File: src/rsg_defines.vh
// Constants for the reset supervisor and write guard block
`ifndef RSG_DEFINES_VH
`define RSG_DEFINES_VH

// ==========================================================
// Timing
// ==========================================================
`define RSG_CLK_KHZ 125000
`define RSG_TIMEOUT_MS 200
`define RSG_TIMEOUT_CYC (`RSG_TIMEOUT_MS * `RSG_CLK_KHZ)
`define RSG_WRITE_MS 5
`define RSG_WRITE_CYC (`RSG_WRITE_MS * `RSG_CLK_KHZ)
`define RSG_DEBOUNCE_US 10
`define RSG_DEBOUNCE_CYC 11'h04E2
`define RSG_PIN_BLANK 4'h4

// ==========================================================
// Serial bus
// ==========================================================
`define RSG_DEV_ADDR 7'h50
`define RSG_ST_IDLE 3'h0
`define RSG_ST_DEVA 3'h1
`define RSG_ST_ADDR 3'h2
`define RSG_ST_WDAT 3'h3
`define RSG_ST_RDAT 3'h4

`endif

File: src/rsg_supervisor.v
// Reset supervisor with debounced manual reset and guarded serial memory
`timescale 1ns/1ns
`default_nettype none
`include "rsg_defines.vh"

module rsg_supervisor #(
    parameter TIMEOUT_CYC = `RSG_TIMEOUT_CYC, // Reset hold, cycles
    parameter WRITE_CYC = `RSG_WRITE_CYC // Internal write time, cycles
) (
    input wire clk_i,
    input wire resetn_i,
    input wire supply_good_i,
    input wire manual_reset_request_n_i,
    input wire write_protect_i,
    input wire rst_n_pin_i,
    output reg rst_n_pin_o,
    output reg rst_n_pin_oe_o,
    output reg rst_hi_o,
    output reg rst_hi_oe_o,
    input wire scl_i,
    input wire sda_i,
    output reg sda_o,
    output reg sda_oe_o
);

    // ==========================================================
    // Input synchronisers
    // ==========================================================
    reg [5:0] sync_a; // First stage, read only by second stage
    reg [5:0] sync_b; // Second stage, safe to use
    always @(posedge clk_i) begin
        if (!resetn_i) begin
            // Supply reads bad until really sampled, so no write slips through
            sync_a <= 6'h3A;
            sync_b <= 6'h3A;
        end else begin
            sync_a <= {sda_i, scl_i, rst_n_pin_i, write_protect_i,
                       manual_reset_request_n_i, supply_good_i};
            sync_b <= sync_a;
        end
    end
    wire sup_s = sync_b[0]; // Supply good
    wire mr_s = sync_b[1]; // Manual request, low active
    wire wp_s = sync_b[2]; // Write protect
    wire pin_s = sync_b[3]; // Reset pin readback
    wire scl_s = sync_b[4];
    wire sda_s = sync_b[5];

    // ==========================================================
    // Manual request debounce
    // ==========================================================
    reg mr_db; // Debounced level, idle high
    reg [10:0] dcnt; // Stable-mismatch counter
    // Level must differ for the whole window before it is taken
    always @(posedge clk_i) begin
        if (!resetn_i) begin
            mr_db <= 1'b1;
            dcnt <= 11'h0000;
        end else if (mr_s == mr_db) begin
            dcnt <= 11'h0000; // Bounce restarts the window
        end else if (dcnt == `RSG_DEBOUNCE_CYC - 11'h0001) begin
            mr_db <= mr_s; // Stable long enough
            dcnt <= 11'h0000;
        end else begin
            dcnt <= dcnt + 11'h0001;
        end
    end

    // ==========================================================
    // Reset state and timeout
    // ==========================================================
    reg asserted; // Reset currently driven
    reg [24:0] tcnt; // Timeout counter
    reg [3:0] blank; // Ignores own pin echo after release
    // Our own low drive returns through the pin synchroniser; without
    // masking and a short blank window the block would hold itself.
    wire pin_ext = !pin_s && !asserted && (blank == 4'h0);
    wire cause = !sup_s || !mr_db || pin_ext;

    // Any cause clears the counter, release after full timeout
    always @(posedge clk_i) begin
        if (!resetn_i) begin
            asserted <= 1'b1;
            tcnt <= 25'h000_0000;
            blank <= 4'h0;
        end else begin
            if (blank != 4'h0) begin
                blank <= blank - 4'h1;
            end
            if (cause) begin
                asserted <= 1'b1;
                tcnt <= 25'h000_0000;
            end else if (asserted) begin
                if (tcnt == TIMEOUT_CYC[24:0] - 25'h000_0001) begin
                    asserted <= 1'b0;
                    blank <= `RSG_PIN_BLANK;
                end else begin
                    tcnt <= tcnt + 25'h000_0001;
                end
            end
        end
    end

    // Open-drain outputs: only enables move
    always @(posedge clk_i) begin
        if (!resetn_i) begin
            rst_n_pin_o <= 1'b0;
            rst_hi_o <= 1'b1;
            rst_n_pin_oe_o <= 1'b1;
            rst_hi_oe_o <= 1'b1;
            sda_o <= 1'b0;
        end else begin
            rst_n_pin_o <= 1'b0;
            rst_hi_o <= 1'b1;
            rst_n_pin_oe_o <= cause || asserted;
            rst_hi_oe_o <= cause || asserted;
            sda_o <= 1'b0; // Never drives high
        end
    end

    // ==========================================================
    // Serial bus edge detection
    // ==========================================================
    reg scl_q;
    reg sda_q;
    always @(posedge clk_i) begin
        if (!resetn_i) begin
            scl_q <= 1'b1;
            sda_q <= 1'b1;
        end else begin
            scl_q <= scl_s;
            sda_q <= sda_s;
        end
    end
    wire bus_start = scl_s && sda_q && !sda_s;
    wire bus_stop = scl_s && !sda_q && sda_s;
    wire scl_rise = scl_s && !scl_q;
    wire scl_fall = !scl_s && scl_q;

    // ==========================================================
    // Array, page buffer and bus state
    // ==========================================================
    reg [7:0] mem [0:255]; // 2k-bit array, not reset
    reg [7:0] pbuf [0:15]; // Page buffer
    reg [15:0] pvld; // Bytes loaded into page buffer
    reg [2:0] st; // Bus state
    reg ackp; // In acknowledge bit
    reg [3:0] cnt; // Bit counter
    reg [7:0] sh; // Shift register
    reg [7:0] ptr; // Word address
    reg [19:0] bcnt; // Write cycle countdown
    reg commit; // One-cycle page commit
    wire busy = bcnt != 20'h0_0000;
    // Guard sampled at the stop that ends the write
    wire wr_ok = !wp_s && sup_s;
    integer i;

    // Byte-level bus slave; host keeps the clock slow enough for the
    // two-flop sampling to see every edge
    always @(posedge clk_i) begin
        if (!resetn_i) begin
            st <= `RSG_ST_IDLE;
            ackp <= 1'b0;
            cnt <= 4'h0;
            sh <= 8'h00;
            ptr <= 8'h00;
            pvld <= 16'h0000;
            sda_oe_o <= 1'b0;
            commit <= 1'b0;
        end else begin
            commit <= 1'b0;
            if (bus_start) begin
                st <= `RSG_ST_DEVA;
                ackp <= 1'b0;
                cnt <= 4'h0;
                sda_oe_o <= 1'b0;
            end else if (bus_stop) begin
                // Commit only when guards allow
                commit <= (st == `RSG_ST_WDAT) && (pvld != 16'h0000) && wr_ok;
                st <= `RSG_ST_IDLE;
                ackp <= 1'b0;
                sda_oe_o <= 1'b0;
            end else if (scl_rise) begin
                if (st == `RSG_ST_RDAT) begin
                    if (ackp && sda_s) begin
                        st <= `RSG_ST_IDLE; // Host did not acknowledge
                    end
                end else if (!ackp && st != `RSG_ST_IDLE) begin
                    sh <= {sh[6:0], sda_s};
                    cnt <= cnt + 4'h1;
                end
            end else if (scl_fall) begin
                if (ackp) begin
                    // End of acknowledge bit
                    ackp <= 1'b0;
                    cnt <= 4'h0;
                    if (st == `RSG_ST_RDAT) begin
                        sh <= mem[ptr];
                        sda_oe_o <= !mem[ptr][7];
                        ptr <= ptr + 8'h01;
                    end else begin
                        sda_oe_o <= 1'b0;
                    end
                end else if (st == `RSG_ST_RDAT) begin
                    if (cnt == 4'h7) begin
                        sda_oe_o <= 1'b0; // Release for host answer
                        ackp <= 1'b1;
                    end else begin
                        sh <= {sh[6:0], 1'b0};
                        sda_oe_o <= !sh[6];
                        cnt <= cnt + 4'h1;
                    end
                end else if (cnt == 4'h8) begin
                    ackp <= 1'b1;
                    sda_oe_o <= 1'b1; // Acknowledge by pulling low
                    case (st)
                        `RSG_ST_DEVA: begin
                            // No answer while a write cycle runs
                            if (sh[7:1] == `RSG_DEV_ADDR && !busy) begin
                                st <= sh[0] ? `RSG_ST_RDAT : `RSG_ST_ADDR;
                            end else begin
                                st <= `RSG_ST_IDLE;
                                ackp <= 1'b0;
                                sda_oe_o <= 1'b0;
                            end
                        end
                        `RSG_ST_ADDR: begin
                            ptr <= sh;
                            pvld <= 16'h0000;
                            st <= `RSG_ST_WDAT;
                        end
                        `RSG_ST_WDAT: begin
                            // Low bits wrap inside the page
                            pbuf[ptr[3:0]] <= sh;
                            pvld[ptr[3:0]] <= 1'b1;
                            ptr <= {ptr[7:4], ptr[3:0] + 4'h1};
                        end
                        default: begin
                            st <= `RSG_ST_IDLE;
                            ackp <= 1'b0;
                            sda_oe_o <= 1'b0;
                        end
                    endcase
                end
            end
        end
    end

    // ==========================================================
    // Internal write cycle
    // ==========================================================
    // Array updated at commit, busy window bounds the write
    always @(posedge clk_i) begin
        if (!resetn_i) begin
            bcnt <= 20'h0_0000;
        end else if (commit) begin
            bcnt <= WRITE_CYC[19:0];
        end else if (busy) begin
            bcnt <= bcnt - 20'h0_0001;
        end
    end

    // Copy loaded bytes of the page into the array
    always @(posedge clk_i) begin
        if (commit) begin
            for (i = 0; i < 16; i = i + 1) begin
                if (pvld[i]) begin
                    mem[{ptr[7:4], i[3:0]}] <= pbuf[i];
                end
            end
        end
    end

endmodule // rsg_supervisor
`default_nettype wire

File: config.mk
export PLATFORM = sky130hd
export DESIGN_NAME = rsg_supervisor
export DESIGN_NICKNAME = d
export VERILOG_FILES = /design/src/rsg_supervisor.v
export VERILOG_INCLUDE_DIRS = /design/src /design/src/src
export SDC_FILE = /design/constraint.sdc
export NUM_CORES = 2
export LEC_CHECK = 0
export BUFFER_PORTS_ARGS = -buffer_cell sky130_fd_sc_hd__buf_2
export CAP_MARGIN = 0
export CELL_PAD_IN_SITES_DETAIL_PLACEMENT = 1
export CELL_PAD_IN_SITES_GLOBAL_PLACEMENT = 1
export CORE_MARGIN = 2
export CORE_UTILIZATION = 32
export CTS_CLUSTER_DIAMETER = 60
export CTS_CLUSTER_SIZE = 14
export DETAILED_ROUTE_END_ITERATION = 12
export PLACE_DENSITY_LB_ADDON = 0.1
export SLEW_MARGIN = 20
export SYNTH_ARGS = -nofsm -noshare
export SYNTH_HDL_FRONTEND = slang
export SYNTH_SLANG_ARGS = --single-unit
File: constraint.sdc
create_clock -name clk_i -period 8.49 [get_ports clk_i]
set_input_delay 0.4245 -clock clk_i [delete_from_list [all_inputs] [get_ports clk_i]]
set_output_delay 0.4245 -clock clk_i [all_outputs]
set_load 0.005 [all_outputs]
==> results.sh <==
export IMPL_grt_util_all_layers_pct=26.8
export IMPL_synth_top_family_by_area="multiplexers"
export IMPL_yosys_register_bits=2295
export IMPL_ff_latch_area_sq_mm=0.0677
export IMPL_slew_headroom_pct=19.0
export IMPL_drt_initial_drc_count=7391
export IMPL_detailedRoute_firstPassIterationCount=5
export IMPL_crit_required_ns=9.27
export IMPL_layout_cells_most_common="edfxtp_1"
export IMPL_fp_dieH_um=528
export IMPL_max_cap_viol_count=0
export IMPL_timing_final_max_slew_violations=0
export IMPL_startpoint_type="flop"
export IMPL_vdd_drop_max_mv=0.212
export IMPL_placement_rows=192
export IMPL_crit_path_end_kind="flop"
export IMPL_synth_main_ff_cell="edfxtp_1"
export IMPL_number_of_antenna_violations_at_the_first_check_in_global_routing=74
export IMPL_area_growth_syn_to_layout_pct=13.6
export IMPL_cts_tree="yes"
export IMPL_fmax_ghz=0.216
export IMPL_cts_reportedPaths_clkPinSlew_ns=0.07
export IMPL_clkLatencyLatePin_ns=0.89
export IMPL_clock_tree_root_cell="clkbuf_16"
export IMPL_vias=48500
export IMPL_initial_core_util_pct=32.2
export IMPL_finalNetCount=4579
export IMPL_num_io_pins=14
export IMPL_tritoncts_num_buffers=206
export IMPL_postPlaceCellArea_sq_mm=0.0934
export IMPL_cts_root_to_sink_buffers=3
export IMPL_port_buffers=10
export IMPL_multi_input_area_sq_mm=0.0191
export IMPL_synth_compound_area_share_pct=2.76
export IMPL_number_of_enable_type_register_cells_in_the_synthesized_netlist=2176
export IMPL_worst_path_max_fanout=69
export IMPL_worstReg2RegStart="ptr[1]"
export IMPL_path_cells="buf_12 -> buf_4 -> mux4_2 -> a22oi_1 -> a21oi_1 -> a311o_1 -> a311oi_1 -> a31oi_1 -> a311oi_1"
export IMPL_synthAdderAreaFrac_pct=0.199
export IMPL_most_frequent_cell_on_the_critical_path="a311oi_1"
export IMPL_cpMaxStageDelayCell="a22oi_1"
export IMPL_finalSetupViolCount=0
export IMPL_layout_cell_area_non_filler_sq_mm=0.100
export IMPL_drt_vias_per_instance=5.86
export IMPL_netlist_cell_type_count=72
export IMPL_lkg_pwr_uw=0.0292
export IMPL_ys_seq_area_share_pct=76.9
export IMPL_synth_mux_area_fraction_pct=14.3
export IMPL_clock_skew_ns=0.0329
export IMPL_crit_start="ptr[1]"
export IMPL_detail_route_antenna_nets=0
export IMPL_placeableCoreArea_sq_mm=0.274
export IMPL_total_overflow_reported_by_the_global_router=0
export IMPL_pin_count_of_the_biggest_net_entering_global_routing=87
export IMPL_max_slew_worst_pin_slew_ns=1.21
export IMPL_hold_path_startpoint="resetn_i"
export IMPL_timing_critical_path_slowest_cell_delay_ns=0.83
export IMPL_htreeDepth=4
export IMPL_filler_cells=26300
export IMPL_route_detailed_drc=0
export IMPL_final_layout_size_suffix_gt1_share_pct=24.3
export IMPL_routabilityCongestion=0.839
export IMPL_cts_sink_count=2295
export IMPL_async_flop_share_pct=0
export IMPL_wire_length_of_the_first_global_routing_pass_mm=491
export IMPL_setup_tns_ns=0
export IMPL_synthesis_instances=4334
export IMPL_first_global_vias=48300
export IMPL_power_density_mw_per_mm2=220
export IMPL_route_final_wire_length_mm=377
export IMPL_die_x_um=528
export IMPL_synthXorXnorAreaFrac_pct=0.507
export IMPL_grt_setup_unrepaired="no"
export IMPL_synth_simple_gate_area_share_pct=3.88
export IMPL_status="completed"
export IMPL_finalHoldViolations=0
export IMPL_dp_final_hpwl_mm=230
export IMPL_tcrit_tclk_final_pct=54.6
export IMPL_wire_per_inst_um=45.5
export IMPL_most_frequent_cells_in_the_layout="edfxtp_1 (2,176), mux4_2 (543), nor2_1 (386)"
export IMPL_worstSetupPathType="flop to flop"
export IMPL_min_path_type="input pin to flop"
export IMPL_final_period_minus_worst_setup_slack_ns=4.63
export IMPL_synth_warnings=0
export IMPL_timing_critical_path_arrival_ns=5.41
export IMPL_die_area_sq_mm=0.279
export IMPL_synthesized_area_per_cell_sq_um=20.3
export IMPL_cell_area_synth_sq_mm=0.0880
critical path, delay by kind of cell, from the launching register on:
kind	cells	cell delay, ns
AOI/OAI and AO/OA	6	2.55
buffers and inverters	2	0.88
muxes	1	0.39
DFF	1	0.50
routing by layer:
metal  wire, um  global-route usage (%)
met1     156000                    36.8
met2     177000                    42.7
met3      30200                    5.23
met4      13700                    8.96
met5         11                       0
Yosys cell counts, types with 9 or more instances:
master	number	area, sq um
o22ai_1	11	68.8
a22oi_1	143	1070
buf_2	87	435
and2_1	11	68.8
nor3_1	31	155
nand2_1	127	477
nor4_1	33	206
xor2_1	26	228
nor2b_1	16	100
nand4_1	18	113
a211oi_1	9	67.6
o21ai_0	24	120
ha_1	14	175
nand3_1	46	230
edfxtp_1	2176	65300
a31oi_1	12	75.1
buf_1	15	56.3
xnor2_1	25	219
a21oi_1	110	551
nor2_1	401	1510
mux2i_1	19	190
mux2_2	12	135
and3_1	9	56.3
nand2b_1	27	169
dfxtp_1	119	2380
buf_4	19	143
inv_1	19	71.3
clkbuf_1	116	435
mux4_2	543	12200
layout make-up:
type                       instances  area share [%]
sequential                      2295            67.7
inverter                          25          0.0963
tap                             3589            4.49
multi-input combinational       1770            19.1
antenna                           20          0.0501
timing repair buffer             259            2.09
clock inverter                    85            1.03
clock buffer                     236            5.35
registers in the layout, summed over array words and instances, names as in the netlist, 6 cells and up:
name,flops
tcnt,25
sh,8
ptr,8
bcnt,20
sync_b,6
pvld,16
pbuf,128
mem,2048
sync_a,6
dcnt,11
timing repair:
| item | in CTS | in global routing |
|---|---|---|
| resized for setup | 0 | 0 |
| buffers inserted | 0 | 0 |
| endpoints found under the hold margin | 6 | 0 |
| hold buffers | 6 | 0 |
metrics by stage:
stage	setup WS [ns]	hold WS [ns]	std cells	util, %	total power [uW]
floorplan	5.67	0.386	4335	-	12800
global placement	3.82	0.391	7925	34.1	12800
detailed placement	3.88	0.396	7925	34.1	12800
CTS	3.86	0.0152	8252	36.5	22200
global route	3.73	0.0745	8261	36.5	22600
finish	3.86	0.0693	8279	36.5	22000
report_power, final:
group          switching (uW)  leakage, uW  internal, uW
Sequential               49.1       0.0200         12200
Combinational             175      0.00607           134
Clock                    4440      0.00311          4990
cells by family (layout without fill, tap and decap cells):
| kind of cell | count (synthesis) | after routing |
|---|---|---|
| DFF | 2295 | 2295 |
| adders and majority gates | 14 | 14 |
| and+or+nand+nor | 762 | 762 |
| other | 2 | 23 |
| xor gates and xnor gates | 51 | 51 |
| muxes | 575 | 575 |
| buffers and inverters | 270 | 605 |
| AOI/OAI and AO/OA | 365 | 365 |
worst paths after layout:
path | endpoint | slack [ns] | depth (start not counted)
setup / recovery | sda_oe_o | 3.86 | 9
hold / removal | mr_db | 0.07 | 3
setup reg to reg | sda_oe_o | 3.86 | 9
hold reg to reg | sync_b[4] | 0.41 | 1
Note: power is estimated with default switching activity, not from simulation.
